## src/rtl/scan_link_map.vh

```
// Constants for the serial scan link block.
// Assumes inclusion by bare name from the design files under rtl/.
`ifndef SCAN_LINK_MAP_VH
`define SCAN_LINK_MAP_VH
`define WORD_BITS 8
`define CHAN_BITS 3
`define CHAN_COUNT 8
`define CHAN_RESET 3'h0
`define CHAN_LAST 3'h7
`define KIND_DATA 1'h0
`define KIND_ADDR 1'h1
`define SLOT_MODULE 1'h1
`define MODE_PARALLEL 1'h0
`define MODE_MUX 1'h1
`define REG_COUNT 4
`define REG_IDX_BITS 2
`define REG_CTRL 2'h0
`define REG_CHAN 2'h1
`define CTRL_MODE_BIT 0
`define WORD_ZERO 8'h00
`define ADDR_ZERO 2'h0
`endif

```

## src/rtl/scan_link.v

```verilog
// Module-side logic of the rear serial link and channel scan counter.
// Assumes all link pins come from the host asynchronously to clk.
//
// Behaviour
// - Qualifier low means data word, high address.
// - Accept serial traffic only while slot line high.
// - Shift serial input into registers on shift clock.
// - Shift clock times both directions of transfer.
// - Drive serial data out for host reads.
// - Scan clock rising edge advances channel counter.
// - Multiplexed mode: counter selects routed channel.
// - Parallel mode: selected channel, zero after reset.
`include "scan_link_map.vh"
module scan_link #(
  parameter WORD_BITS = `WORD_BITS
) (
  // Clock and reset.
  input wire clk,
  input wire rst,
  // Serial link pins from the host.
  input wire host_serial_in,
  input wire shift_clock,
  input wire word_kind_qualifier,
  input wire backplane_slot_line_n,
  input wire scan_clock,
  // Serial link pin toward the host.
  output reg module_serial_out,
  // Analog multiplexer control.
  output reg [`CHAN_BITS-1:0] main_out_select,
  output reg mux_mode
);
  // Position of each link pin in the synchroniser bank.
  localparam PIN_SCK = 0;
  localparam PIN_SDI = 1;
  localparam PIN_KIND = 2;
  localparam PIN_SLOT = 3;
  localparam PIN_SCAN = 4;
  localparam PIN_COUNT = 5;
  // The bit counter must hold the index of the last bit of a word.
  localparam COUNT_BITS = 4;
  localparam integer COUNT_LAST = WORD_BITS - 1;
  localparam [COUNT_BITS-1:0] COUNT_ZERO = {COUNT_BITS{1'h0}};
  localparam [COUNT_BITS-1:0] COUNT_ONE = {{(COUNT_BITS-1){1'h0}}, 1'h1};

  wire [PIN_COUNT-1:0] pin_raw;
  wire [PIN_COUNT-1:0] pin_level;
  wire [PIN_COUNT-1:0] pin_rise;
  wire [PIN_COUNT-1:0] pin_fall;
  wire sck_rise;
  wire sck_fall;
  wire sdi_level;
  wire kind_level;
  wire slot_level;
  wire scan_rise;

  assign pin_raw[PIN_SCK] = shift_clock;
  assign pin_raw[PIN_SDI] = host_serial_in;
  assign pin_raw[PIN_KIND] = word_kind_qualifier;
  assign pin_raw[PIN_SLOT] = backplane_slot_line_n;
  assign pin_raw[PIN_SCAN] = scan_clock;

  // All link pins share one synchroniser depth, so data and qualifier
  // levels keep their place relative to the shift clock edges.
  genvar g;
  generate
    for (g = 0; g < PIN_COUNT; g = g + 1) begin : g_sync
      pin_sync u_sync (
        .clk(clk),
        .rst(rst),
        .pin(pin_raw[g]),
        .level_q(pin_level[g]),
        .rise(pin_rise[g]),
        .fall(pin_fall[g])
      );
    end
  endgenerate

  assign sck_rise = pin_rise[PIN_SCK];
  assign sck_fall = pin_fall[PIN_SCK];
  assign sdi_level = pin_level[PIN_SDI];
  assign kind_level = pin_level[PIN_KIND];
  assign slot_level = pin_level[PIN_SLOT];
  assign scan_rise = pin_rise[PIN_SCAN];

  // Mode decode of the control register.
  function mode_of(input [WORD_BITS-1:0] ctrl);
    mode_of = ctrl[`CTRL_MODE_BIT];
  endfunction

  // Step to the following channel, wrapping after the last one.
  function [`CHAN_BITS-1:0] next_chan(input [`CHAN_BITS-1:0] chan);
    if (chan == `CHAN_LAST) begin
      next_chan = `CHAN_RESET;
    end else begin
      next_chan = chan + 3'h1;
    end
  endfunction

  // Serial shifter state.
  reg [WORD_BITS-1:0] shift_q;
  reg [WORD_BITS-1:0] shift_d;
  reg [COUNT_BITS-1:0] count_q;
  reg [COUNT_BITS-1:0] count_d;
  reg [`REG_IDX_BITS-1:0] addr_q;
  reg [`REG_IDX_BITS-1:0] addr_d;
  reg [WORD_BITS-1:0] out_q;
  reg [WORD_BITS-1:0] out_d;
  reg serial_out_d;
  reg kind_prev_q;
  // Register file written by data words.
  reg [WORD_BITS-1:0] regs_q [0:`REG_COUNT-1];
  reg reg_write;
  // Channel scan state.
  reg [`CHAN_BITS-1:0] scan_q;
  reg [`CHAN_BITS-1:0] scan_d;
  reg [`CHAN_BITS-1:0] select_d;
  reg mode_d;
  wire selected;
  wire kind_changed;
  wire [WORD_BITS-1:0] shift_next;
  wire word_done;
  integer i;

  assign selected = (slot_level == `SLOT_MODULE);
  assign kind_changed = (kind_prev_q != kind_level);
  assign shift_next = {shift_q[WORD_BITS-2:0], sdi_level};
  assign word_done = sck_rise && (count_q == COUNT_LAST);

  // The bit counter restarts whenever the slot line or qualifier changes,
  // so a word cut short never bleeds into the next one. A qualifier change
  // also reloads the read-back word, so a shift clock edge that lands in
  // the same cycle is ignored on purpose.
  always @* begin
    shift_d = shift_q;
    count_d = count_q;
    addr_d = addr_q;
    out_d = out_q;
    serial_out_d = module_serial_out;
    reg_write = 1'h0;
    if (!selected || kind_changed) begin
      count_d = COUNT_ZERO;
      out_d = regs_q[addr_q];
    end else if (sck_rise) begin
      shift_d = shift_next;
      if (word_done) begin
        count_d = COUNT_ZERO;
        if (kind_level == `KIND_ADDR) begin
          addr_d = shift_next[`REG_IDX_BITS-1:0];
          out_d = regs_q[shift_next[`REG_IDX_BITS-1:0]];
        end else begin
          reg_write = 1'h1;
          out_d = shift_next;
        end
      end else begin
        count_d = count_q + COUNT_ONE;
      end
    end else if (sck_fall) begin
      serial_out_d = out_q[WORD_BITS-1];
      out_d = {out_q[WORD_BITS-2:0], 1'h0};
    end
  end

  always @(posedge clk) begin
    if (rst) begin
      shift_q <= `WORD_ZERO;
      count_q <= COUNT_ZERO;
      addr_q <= `ADDR_ZERO;
      kind_prev_q <= `KIND_DATA;
      out_q <= `WORD_ZERO;
      module_serial_out <= 1'h0;
    end else begin
      shift_q <= shift_d;
      count_q <= count_d;
      addr_q <= addr_d;
      kind_prev_q <= kind_level;
      out_q <= out_d;
      module_serial_out <= serial_out_d;
    end
  end

  // The register file has its own process so that its reset loop stays
  // apart from the shifter state.
  always @(posedge clk) begin
    if (rst) begin
      for (i = 0; i < `REG_COUNT; i = i + 1) begin
        regs_q[i] <= `WORD_ZERO;
      end
    end else if (reg_write) begin
      regs_q[addr_q] <= shift_next;
    end
  end

  // The counter runs in both modes; only multiplexed mode routes it.
  // It is not cleared on a mode change, so software that needs a known
  // starting channel must reset the block first.
  always @* begin
    scan_d = scan_q;
    if (scan_rise) begin
      scan_d = next_chan(scan_q);
    end
    mode_d = mode_of(regs_q[`REG_CTRL]);
    if (mode_d == `MODE_MUX) begin
      select_d = scan_q;
    end else begin
      select_d = regs_q[`REG_CHAN][`CHAN_BITS-1:0];
    end
  end

  always @(posedge clk) begin
    if (rst) begin
      scan_q <= `CHAN_RESET;
      main_out_select <= `CHAN_RESET;
      mux_mode <= `MODE_PARALLEL;
    end else begin
      scan_q <= scan_d;
      main_out_select <= select_d;
      mux_mode <= mode_d;
    end
  end
endmodule // scan_link

```

## src/rtl/pin_sync.v

```verilog
// Three-stage synchroniser with edge detection for a pin input.
// Assumes the pin is asynchronous to clk; output moves once stages two and three agree.
`include "scan_link_map.vh"
module pin_sync (
  // Clock and reset.
  input wire clk,
  input wire rst,
  // Pin and decoded level and edges.
  input wire pin,
  output reg level_q,
  output wire rise,
  output wire fall
);
  reg s1_q;
  reg s2_q;
  reg s3_q;

  always @(posedge clk) begin
    if (rst) begin
      s1_q <= 1'h0;
      s2_q <= 1'h0;
      s3_q <= 1'h0;
      level_q <= 1'h0;
    end else begin
      s1_q <= pin;
      s2_q <= s1_q;
      s3_q <= s2_q;
      // A change counts only when stages two and three agree.
      if (s2_q == s3_q) begin
        level_q <= s3_q;
      end
    end
  end

  assign rise = (s2_q == s3_q) && s3_q && !level_q;
  assign fall = (s2_q == s3_q) && !s3_q && level_q;
endmodule // pin_sync

```

## config.mk

```make
export PLATFORM = sky130hd
export DESIGN_NAME = scan_link
export DESIGN_NICKNAME = d
export VERILOG_FILES = /design/src/rtl/scan_link.v /design/src/rtl/pin_sync.v
export VERILOG_INCLUDE_DIRS = /design/src /design/src/rtl
export SDC_FILE = /design/constraint.sdc
export NUM_CORES = 1
export LEC_CHECK = 0
export BUFFER_PORTS_ARGS = -buffer_cell sky130_fd_sc_hd__clkbuf_2
export CAP_MARGIN = 5
export CELL_PAD_IN_SITES_DETAIL_PLACEMENT = 0
export CELL_PAD_IN_SITES_GLOBAL_PLACEMENT = 2
export CORE_MARGIN = 2
export CORE_UTILIZATION = 32
export CTS_CLUSTER_SIZE = 10
export DETAILED_ROUTE_END_ITERATION = 10
export PLACE_DENSITY = 0.66
export SLEW_MARGIN = 20
export SYNTH_ARGS = -nofsm -noshare
export SYNTH_HDL_FRONTEND = slang
export SYNTH_HIERARCHICAL = 1
export SYNTH_SLANG_ARGS = --single-unit
```

## constraint.sdc

```tcl
create_clock -name clk -period 4.45 [get_ports clk]
set_clock_uncertainty 0.2 [all_clocks]
set_input_delay 0.89 -clock clk [delete_from_list [all_inputs] [get_ports clk]]
set_output_delay 0.89 -clock clk [all_outputs]
set_load 0.05 [all_outputs]
```

==> results of run 1 <==
-- layout make-up --
| cell class | instances | share of cell area [%] |
|---|---|---|
| clock buffers | 13 | 5.77 |
| clock inverters | 3 | 0.451 |
| inverters | 12 | 1.08 |
| multi-input cells | 211 | 38.6 |
| flip-flops and latches | 84 | 48.1 |
| well taps | 143 | 4.30 |
| repair buffers | 13 | 1.68 |
-- worst max-delay path: stages, from the launching register on --
cell	delay, ns
dfxtp_1	0.35
ha_1	0.15
nor2b_1	0.13
buf_4	0.28
nand4b_1	0.51
nor4_4	0.58
nor3b_4	0.40
or2_1	0.36
-- worst min path at each step --
stage,slack (ns),cells after the start,endpoint
after detailed placement,0.22,1,g_sync[3].u_sync/s2_q
final,0.24,1,g_sync[3].u_sync/s2_q
after floorplan,0.21,1,g_sync[0].u_sync/s2_q
after global placement,0.22,1,g_sync[2].u_sync/s2_q
after CTS,0.24,1,g_sync[3].u_sync/s2_q
after global routing,0.26,1,g_sync[0].u_sync/s2_q
-- flip-flops by register name, summed over array words and instances (netlist names), named ones only --
| signal | cells |
|---|---|
| g_sync.u_sync/level_q | 5 |
| scan_q | 3 |
| shift_q | 7 |
| regs_q | 32 |
| mux_mode | 1 |
| addr_q | 2 |
| kind_prev_q | 1 |
| g_sync.u_sync/s1_q | 5 |
| g_sync.u_sync/s2_q | 5 |
| count_q | 4 |
| module_serial_out | 1 |
| out_q | 8 |
| g_sync.u_sync/s3_q | 5 |
| main_out_select | 3 |
-- stage by stage --
step	cell area [µm²]	setup WS (ns)
2_1_floorplan	3760	1.92
3_3_place_gp	3900	1.25
3_5_place_dp	3900	1.13
4_1_cts	4160	1.11
5_1_grt	4160	0.862
6_report	4160	1.15
-- power by group through the flow --
stage	logic [µW]	registers [µW]	clock network, µW
4_1_cts	58.8	840	688
6_report	57.6	840	671
3_3_place_gp	58.0	857	0
3_5_place_dp	58.7	857	0
5_1_grt	64.1	843	722
2_1_floorplan	40.6	852	0
-- routing by layer --
layer | vias to the layer above | share of wire (%) | track usage (%)
met2 | 42 | 44 | 20.8
met1 | 1177 | 49 | 19.3
met4 | 0 | 2.7 | 6.42
li1 | 1164 | - | -
met5 | - | 0 | 0
met3 | 15 | 3.8 | 3.46
==> impl.org, run 1 <==
** Global route
- Global routing used 14.0% of the available tracks.
- Total congestion overflow after global routing :: 0
- Number of antenna violations at the first check in global routing :: 0
- Largest net degree at the start of global routing :: 55
- Number of global-route vias before repair :: 2,464
- Global-route wire length before repair :: 13.5 mm

** Logic synthesis
- Synth Area per Inst :: 11.4 µm²
- Total standard cell area after synthesis :: 3760 µm²
- The cell count after synthesis came out at 330.
- Counting every net in the synthesized netlist gives 347.
- Ys Warns :: 6

** Floorplanning
- The floorplan step set the die height to 112 µm.
- Die Area :: 12,600 µm²
- Top Ports :: 12
- The floorplan has 39 rows.
- Area of the core region :: 11,500 µm²
- Die span in x :: 112 µm
- Initial core utilization :: 32.8%

** Worst setup path
- The setup path with the least slack is of type reg2reg.
- For flop-to-flop paths, the worst setup slack is 1.15 ns.
- Arrival time at the worst endpoint :: 3.11 ns
- In this run the critical register-to-register path is launched from g_sync[0].u_sync/s3_q.
- Data required time of the worst path :: 4.26 ns
- Crit Reg-Reg Endpoint :: regs_q[0][6]
- Crit path launch type :: flop
- Reg2Reg Depth :: 7
- Critical path origin :: g_sync[0].u_sync/s3_q
- Crit end category :: flop
- In this run the worst path has a maximum fanout of 26.
- Capture point of the critical path :: regs_q[0][6]

** Layout
- Leading cell types in the layout, fill and taps excluded :: dfxtp_1, and2_1, edfxtp_1
- Post-layout util :: 36.3%
- Fill cells in the final layout number 1,142.
- Summing all multi-input logic gate instances after layout gives 1610 µm².
- The library cell used most frequently in the layout, excluding fill and tap cells, is dfxtp_1.
- Final Instance Count excl. Fillers :: 479
- Number of diodes :: 0
- In the final layout, flip-flops and latches occupy 2000 µm².
- Relative to the synthesized area, the layout overhead comes to 10.5%.
- At the end of the flow, the number of nets in the layout was 348.
- Fraction of final layout cells sized beyond drive strength 1 :: 13.1%

** Timing
- Setup repair after global routing left no endpoint under its margin.
- The worst path uses 74.1% of the clock period.
- Timing would allow up to 0.303 GHz.
- Max Slew Vio Count :: 0
- The final hold violation count is 0.
- Hold slack final :: 0.235 ns
- Max transition margin :: 42.8%
- Finish-stage setup viols :: 0
- Final period demand of the worst path :: 3.30 ns
- At the pin with the least slew margin, the transition time is 0.857 ns.
- Setup TNS :: 0 ns

** Route
- After detailed routing, the number of remaining DRC violations is 0.
- The detail route stage leaves a number of antenna-violating nets equal to 0.
- After detailed routing, the total wire length is 8.12 mm.
- Dividing the detail-routed via count by the number of cells gives 5.01.
- For this block, the via count after detailed routing is 2,398.
- Initial DRT Pass Iterations :: 4
- Routed len/inst :: 17.0 µm
- DRT iter0 DRCs :: 118

** Clock network
- Clock-pin slew was measured on the worst setup and hold paths at 0.06 ns.
- Buffers inserted during clock tree synthesis total 9.
- Setup Fix Bufs, Post-CTS :: 0
- In this run, post-CTS hold repair placed 0 buffers.
- CTS tree :: yes
- Clock Path Buffers :: 2
- Clock latency on the worst-skew pair, taken at its later pin, is 0.34 ns.
- Root buffer selected by CTS :: clkbuf_16
- Gates resized during post-CTS repair numbered 0.
- For this design, the sink count on the clock tree is 84.
- Number of levels in the clock H-tree :: 3

** Power
- In this run the power density over the cells is 377 nW/µm².
- Across the VDD grid, the largest voltage drop is 0.265 mV.
- Net switching is 22.0% of the power.
- Internal power summed over all cells :: 1220 µW
- The clock network is responsible for 42.8% of the overall power.
- The design draws 1570 µW.
- For this design the total switching power over the nets is 344 µW.
- In this run, the combinational gates consume 3.7% of the power.
- Of the total power, registers draw 53.6%.
- For this design the static power due to leakage is 0.00147 µW.

** Placement
- Once detailed placement completed, the half-perimeter wirelength came to 5.36 mm.
- The congestion estimate from routability-driven global placement came to 0.814.
- The count of buffers added on input and output ports is 11.
- Cell count after placement :: 463

** Job
- Max-cap violations in this run came to 0.

** Worst hold path
- Worst min path class :: reg2reg
- Startpoint of the worst hold path :: g_sync[3].u_sync/s1_q

** Outcome
- Outcome :: finished, final reports clean
(Power assumes the default switching activity.)
==> run 2, diff against run 1 <==
Settings changed: PLACE_DENSITY 0.66 to 0.68.
Clock period 4.45 ns to 2.9 ns, I/O delays scaled along.
==> impl.org, run 2 (same netlist as run 1, synthesis figures left out) <==
** Outcome
- The flow ran to the end, and the final reports show no timing, DRC or antenna violations.

** Floorplanning
- Area of the core region :: 11,500 µm²
- The initial utilization of the core area, before any placement, comes to 32.8%.
- The die covers 12,600 µm².
- Top Ports :: 12
- The floorplan step set the die width to 112 µm.
- In this run the core area contains 39 standard-cell rows.
- Floorplan die height :: 112 µm

** Layout
- The sequential cells in the finished layout cover a total of 2000 µm².
- The library cell used most frequently in the layout, excluding fill and tap cells, is dfxtp_1.
- Area used by multi-input combinational logic :: 1610 µm²
- The post-route netlist has 15.2% of its cells at a drive strength greater than 1.
- Registers with the most flip-flops :: regs_q (32), out_q (8), shift_q (7)
- Relative to the synthesized area, the layout overhead comes to 13.1%.
- The number of antenna diodes in the final layout is 0.
- Final layout net count :: 353
- In the layout the commonest cells are dfxtp_1, and2_1, edfxtp_1.
- Counting the fill cells in the layout gives 1,104.
- Flip-flop count of the largest register, all copies and words added :: 32
- Largest register by flop count :: regs_q

** Placement
- Detailed Place HPWL :: 5.45 mm
- The count of buffers added on input and output ports is 11.
- Final weighted congestion in routability-driven placement :: 0.750

** Job
- Number of max-capacitance violations reported :: 0

** Clock network
- The root buffer cell chosen for the clock tree is clkbuf_16.
- The H-tree was split into 3 levels.
- The number of hold buffers added after CTS was 0.
- The later pin in the worst-skew pair is clocked with a latency of 0.33 ns.
- CTS clk-pin slew, worst paths :: 0.06 ns
- In this run the post-CTS setup repair buffer count came out at 0.
- The number of clock buffers added by TritonCTS is 9.
- Clock Path Buffers :: 2
- Clock tree synthesis found a total of 84 sinks.
- CTS tree :: yes
- Post-CTS resize count :: 0

** Worst setup path
- For the worst setup path, the data arrival time is 2.31 ns.
- The worst setup path is launched from a flop.
- Crit end category :: flop
- Critical setup path kind :: reg2reg
- R2R setup slack :: 0.39 ns
- STA puts the critical path data required time at 2.70 ns.
- Top fanout value on the critical path :: 9

** Route
- DRT iter0 DRCs :: 128
- Dividing the detail-routed wire length by the instance count gives 16.6 µm.
- Via Count :: 2,377
- The final layout contains routed wiring with a total length of 8.04 mm.
- Initial DRT Pass Iterations :: 6
- After detailed routing, the number of remaining DRC violations is 0.
- Number of nets still failing antenna checks after routing :: 0
- After detailed routing, the number of vias per cell comes to 4.91.

** Global route
- Number of antenna violations at the first check in global routing :: 0
- Total congestion overflow after global routing :: 0
- Largest net degree at the start of global routing :: 55
- The first global-routing pass estimated 13.0 mm of wire.
- The number of global-route vias before repair came to 2,311.
- Overall Global Routing Usage :: 13.4%

** Timing
- Final period demand of the worst path :: 2.51 ns
- Setup violations remaining at the end of the flow were counted as 0.
- Setup TNS :: 0 ns
- Setup repair after global routing missed its margin :: no
- Slew at the pin closest to its max-slew limit :: 0.745 ns
- Count of final hold-check violations :: 0
- Maximum achievable frequency :: 0.399 GHz
- The max-slew violation count was 0.
- After layout, the worst path uses 86.5% of the clock period.
- The worst pin sits at a relative slew slack of 50.3%.

** Power
- For this design the static power due to leakage is 0.00153 µW.
- Power comes to 2570 µW.
- For this design the ratio of total power to cell area is 604 nW/µm².
- VDD sags by at most 0.303 mV.

** Worst hold path
- The worst hold path belongs to the class reg2reg.
## run 2: metal layers
metal,up-vias,global-route usage (%),share of wire (%)
met5,-,0,0
met3,10,2.27,2.5
met2,28,19.5,44
li1,1174,-,-
met1,1165,19.5,52
met4,0,5.85,1.9
## run 2: worst max-delay path: stages, from the launching register on
cell and delay, ns:
dfxtp_1 0.35, ha_1 0.15, nor2b_1 0.16, nand4b_1 0.23, nor4_4 0.34, nor3b_4 0.39
or2_1 0.36
## run 2: final cells by class
cell class / count / share of cell area [%]
clock buffers: 14 / 7.26
repair buffers: 18 / 2.53
inverters: 12 / 1.06
flip-flops and latches: 84 / 47.0
clock inverters: 2 / 0.235
multi-input cells: 211 / 37.7
well taps: 143 / 4.20
## run 2: worst paths after layout
check	endpoint	startpoint	cells past startpoint
worst max-delay path	regs_q[0][5]	g_sync[0].u_sync/s3_q	6
worst min-delay path	g_sync[0].u_sync/s2_q	g_sync[0].u_sync/s1_q	1
worst max register to register	regs_q[0][5]	g_sync[0].u_sync/s3_q	6
worst min register to register	g_sync[0].u_sync/s2_q	g_sync[0].u_sync/s1_q	1
## run 2: where the power goes
part           leakage (µW)  switching, µW  internal (µW)
combinational      0.000636           54.0           37.6
clock              0.000161            456            738
sequential         0.000733           24.7           1260
## run 2: through the flow
stage	instances	hold slack (ns)	utilization (%)	instance area, µm²	worst slack, ns
2_1_floorplan	330	0.214	-	3760	0.542
3_3_place_gp	468	0.218	34.3	3940	0.472
3_5_place_dp	468	0.225	34.3	3940	0.381
4_1_cts	484	0.236	37.1	4260	0.361
5_1_grt	484	0.252	37.1	4260	0.198
6_report	484	0.236	37.1	4260	0.391
==> run 3, diff against run 2 <==
Settings changed: PLACE_DENSITY 0.68 to 0.66.
Clock period 2.9 ns to 2.4 ns, I/O delays scaled along.
==> impl.org, run 3 (same netlist as run 1, synthesis figures left out) <==
** Outcome
- Outcome :: finished, final reports clean

** Route
- In the routed design, unresolved DRC markers number 0.
- The routed design has 8.11 mm of wire.
- The first detailed-routing pass ran for 4 iterations.
- The detailed router finished its first iteration with 104 violations.
- Routed len/inst :: 16.5 µm
- Detail-routed via count per cell :: 4.96
- Via Count :: 2,432
- Number of nets still failing antenna checks after routing :: 0

** Job
- Number of max-capacitance violations reported :: 0

** Timing
- At the pin with the least slew margin, the transition time is 0.601 ns.
- Max transition margin :: 59.9%
- Setup repair after global routing left no endpoint under its margin.
- Final period demand of the worst path :: 2.14 ns
- Maximum achievable frequency :: 0.467 GHz
- Count of final hold-check violations :: 0
- After layout, the worst path uses 89.3% of the clock period.
- Setup violations remaining at the end of the flow were counted as 0.
- For the final routed database, the setup TNS stands at 0 ns.
- The max-slew violation count is 0.

** Clock network
- Setup Fix Bufs, Post-CTS :: 0
- CTS tree :: yes
- Sink Count :: 84
- The root buffer cell chosen for the clock tree is clkbuf_16.
- Post-CTS resize count :: 0
- At the later pin of the worst-skew pair, clock insertion delay measures 0.34 ns.
- CTS built an H-tree with a depth of 3.
- CTS clk-pin slew, worst paths :: 0.06 ns
- Clock Path Buffers :: 2
- The number of hold buffers added after CTS was 0.
- Clock tree synthesis inserted a total of 9 buffers.

** Global route
- Global Route met1 Usage :: 18.7%
- The number of global-route vias before repair is 2,378.
- Overall Global Routing Usage :: 13.6%
- The global routing stage identified its most utilized layer as met2.
- Met3 capacity usage during global routing :: 3.40%
- Largest net degree at the start of global routing :: 49
- For this run the aggregate overflow at the end of global routing stands at 0.
- Global-route wire length before repair :: 13.0 mm
- Met2 Resource Use GR :: 20.7%
- Number of antenna violations at the first check in global routing :: 0

** Layout
- Leading cell types in the layout, fill and taps excluded :: dfxtp_1, and2_1, edfxtp_1
- Relative to the synthesized area, the layout overhead comes to 14.1%.
- Cells with a size suffix above 1 make up 17.9% of the layout.
- Final Instance Count excl. Fillers :: 490
- Largest register by flop count :: regs_q
- Post-layout util :: 37.4%
- 0 antenna diodes ended up in the layout.
- Counting the fill cells in the layout gives 1,103.
- Commonest non-fill, non-tap cell in the layout :: dfxtp_1
- Final layout net count :: 359
- The register with the most flip-flops in the layout has 32 of them.
- The largest registers in the layout are regs_q (32), out_q (8), shift_q (7).

** Power
- Combinational logic is responsible for 3.9% of the overall power.
- Pwr Density :: 712 nW/µm²
- In this run the power spent charging and discharging nets is 645 µW.
- Summed over all cells, the static leakage comes to 0.00155 µW.
- Net switching is 21.1% of the power.
- Share of total power in sequential cells :: 50.9%
- Maximum vdd ir drop :: 0.353 mV
- Post-layout power :: 3050 µW
- The internal power of the cells totals 2410 µW.
- Clock network power share :: 45.3%

** Floorplanning
- The die is 112 µm wide.
- The initialized floorplan defines 39 standard-cell rows.
- The die is 112 µm tall.
- Top Ports :: 12
- Area of the core region :: 11,500 µm²
- The initial utilization of the core area, before any placement, comes to 32.8%.
- Die Area :: 12,600 µm²

** Worst setup path
- Data required time of the worst path :: 2.24 ns
- Crit end category :: flop
- Arrival time at the worst endpoint :: 1.99 ns
- The worst setup path is launched from a flop.
- The worst setup path is of the reg2reg kind.
- In this run the worst path has a maximum fanout of 8.
- The number of cells on the worst reg-to-reg path is 6.

** Worst hold path
- The worst hold path passes through 2 cells.
- Worst min path class :: in2reg

** Placement
- Cell count after placement :: 474
- Final weighted congestion in routability-driven placement :: 0.722
- Detailed Place HPWL :: 5.65 mm
- In this run the tool buffered the top-level ports with 11 buffer cells.
-- run 3: cell types whose count changed in the layout (fill, tap and decap cells not counted), moves of 3 or more --
cell,before,now
buf_4,7,13
clkbuf_16,12,9
or2_1,3,0
or2_4,0,3
-- run 3: worst max-delay path, cell delays in order, from the launching register on --
cell      delay, ns
dfxtp_1        0.35
ha_1           0.14
nor2b_1        0.17
nand4b_1       0.21
nor4_4         0.31
nor3b_4        0.26
or2_4          0.21
-- run 3: path summary, 6_finish.rpt --
path                           end  slack, ns                   from
max                   regs_q[0][1]       0.26  g_sync[0].u_sync/s3_q
min          g_sync[0].u_sync/s1_q       0.15            shift_clock
max reg2reg           regs_q[0][1]       0.26  g_sync[0].u_sync/s3_q
min reg2reg  g_sync[1].u_sync/s2_q       0.24  g_sync[1].u_sync/s1_q
-- run 3: power groups by stage --
stage | registers [µW] | logic (µW) | clock network [µW]
2_1_floorplan | 1580 | 75.3 | 0
3_3_place_gp | 1580 | 114 | 0
3_5_place_dp | 1590 | 116 | 0
4_1_cts | 1550 | 117 | 1410
5_1_grt | 1560 | 129 | 1480
6_report | 1550 | 118 | 1380
-- run 3: final cells by class --
class | count | area (µm²) | share of cell area, %
Multi-Input combinational cell | 211 | 1620 | 37.7
Tap cell | 143 | 179 | 4.17
Sequential cell | 84 | 2000 | 46.6
Clock inverter | 4 | 51.3 | 1.19
Inverter | 12 | 45.0 | 1.05
Timing Repair Buffer | 24 | 153 | 3.56
Clock buffer | 12 | 246 | 5.74
-- run 3: through the flow --
step	cell area [µm²]	hold slack (ns)	setup slack [ns]
6_report	4290	0.148	0.257
5_1_grt	4290	0.161	0.0575
4_1_cts	4280	0.143	0.0906
3_5_place_dp	3980	0.229	0.109
3_3_place_gp	3980	0.216	0.178
2_1_floorplan	3760	0.214	0.0418
-- run 3: routing by layer --
metal  vias up  routed length (µm)
li1       1192                   -
met1      1194                4080
met2        34                3620
met3        12                 259
met4         0                 150
met5         -                   0
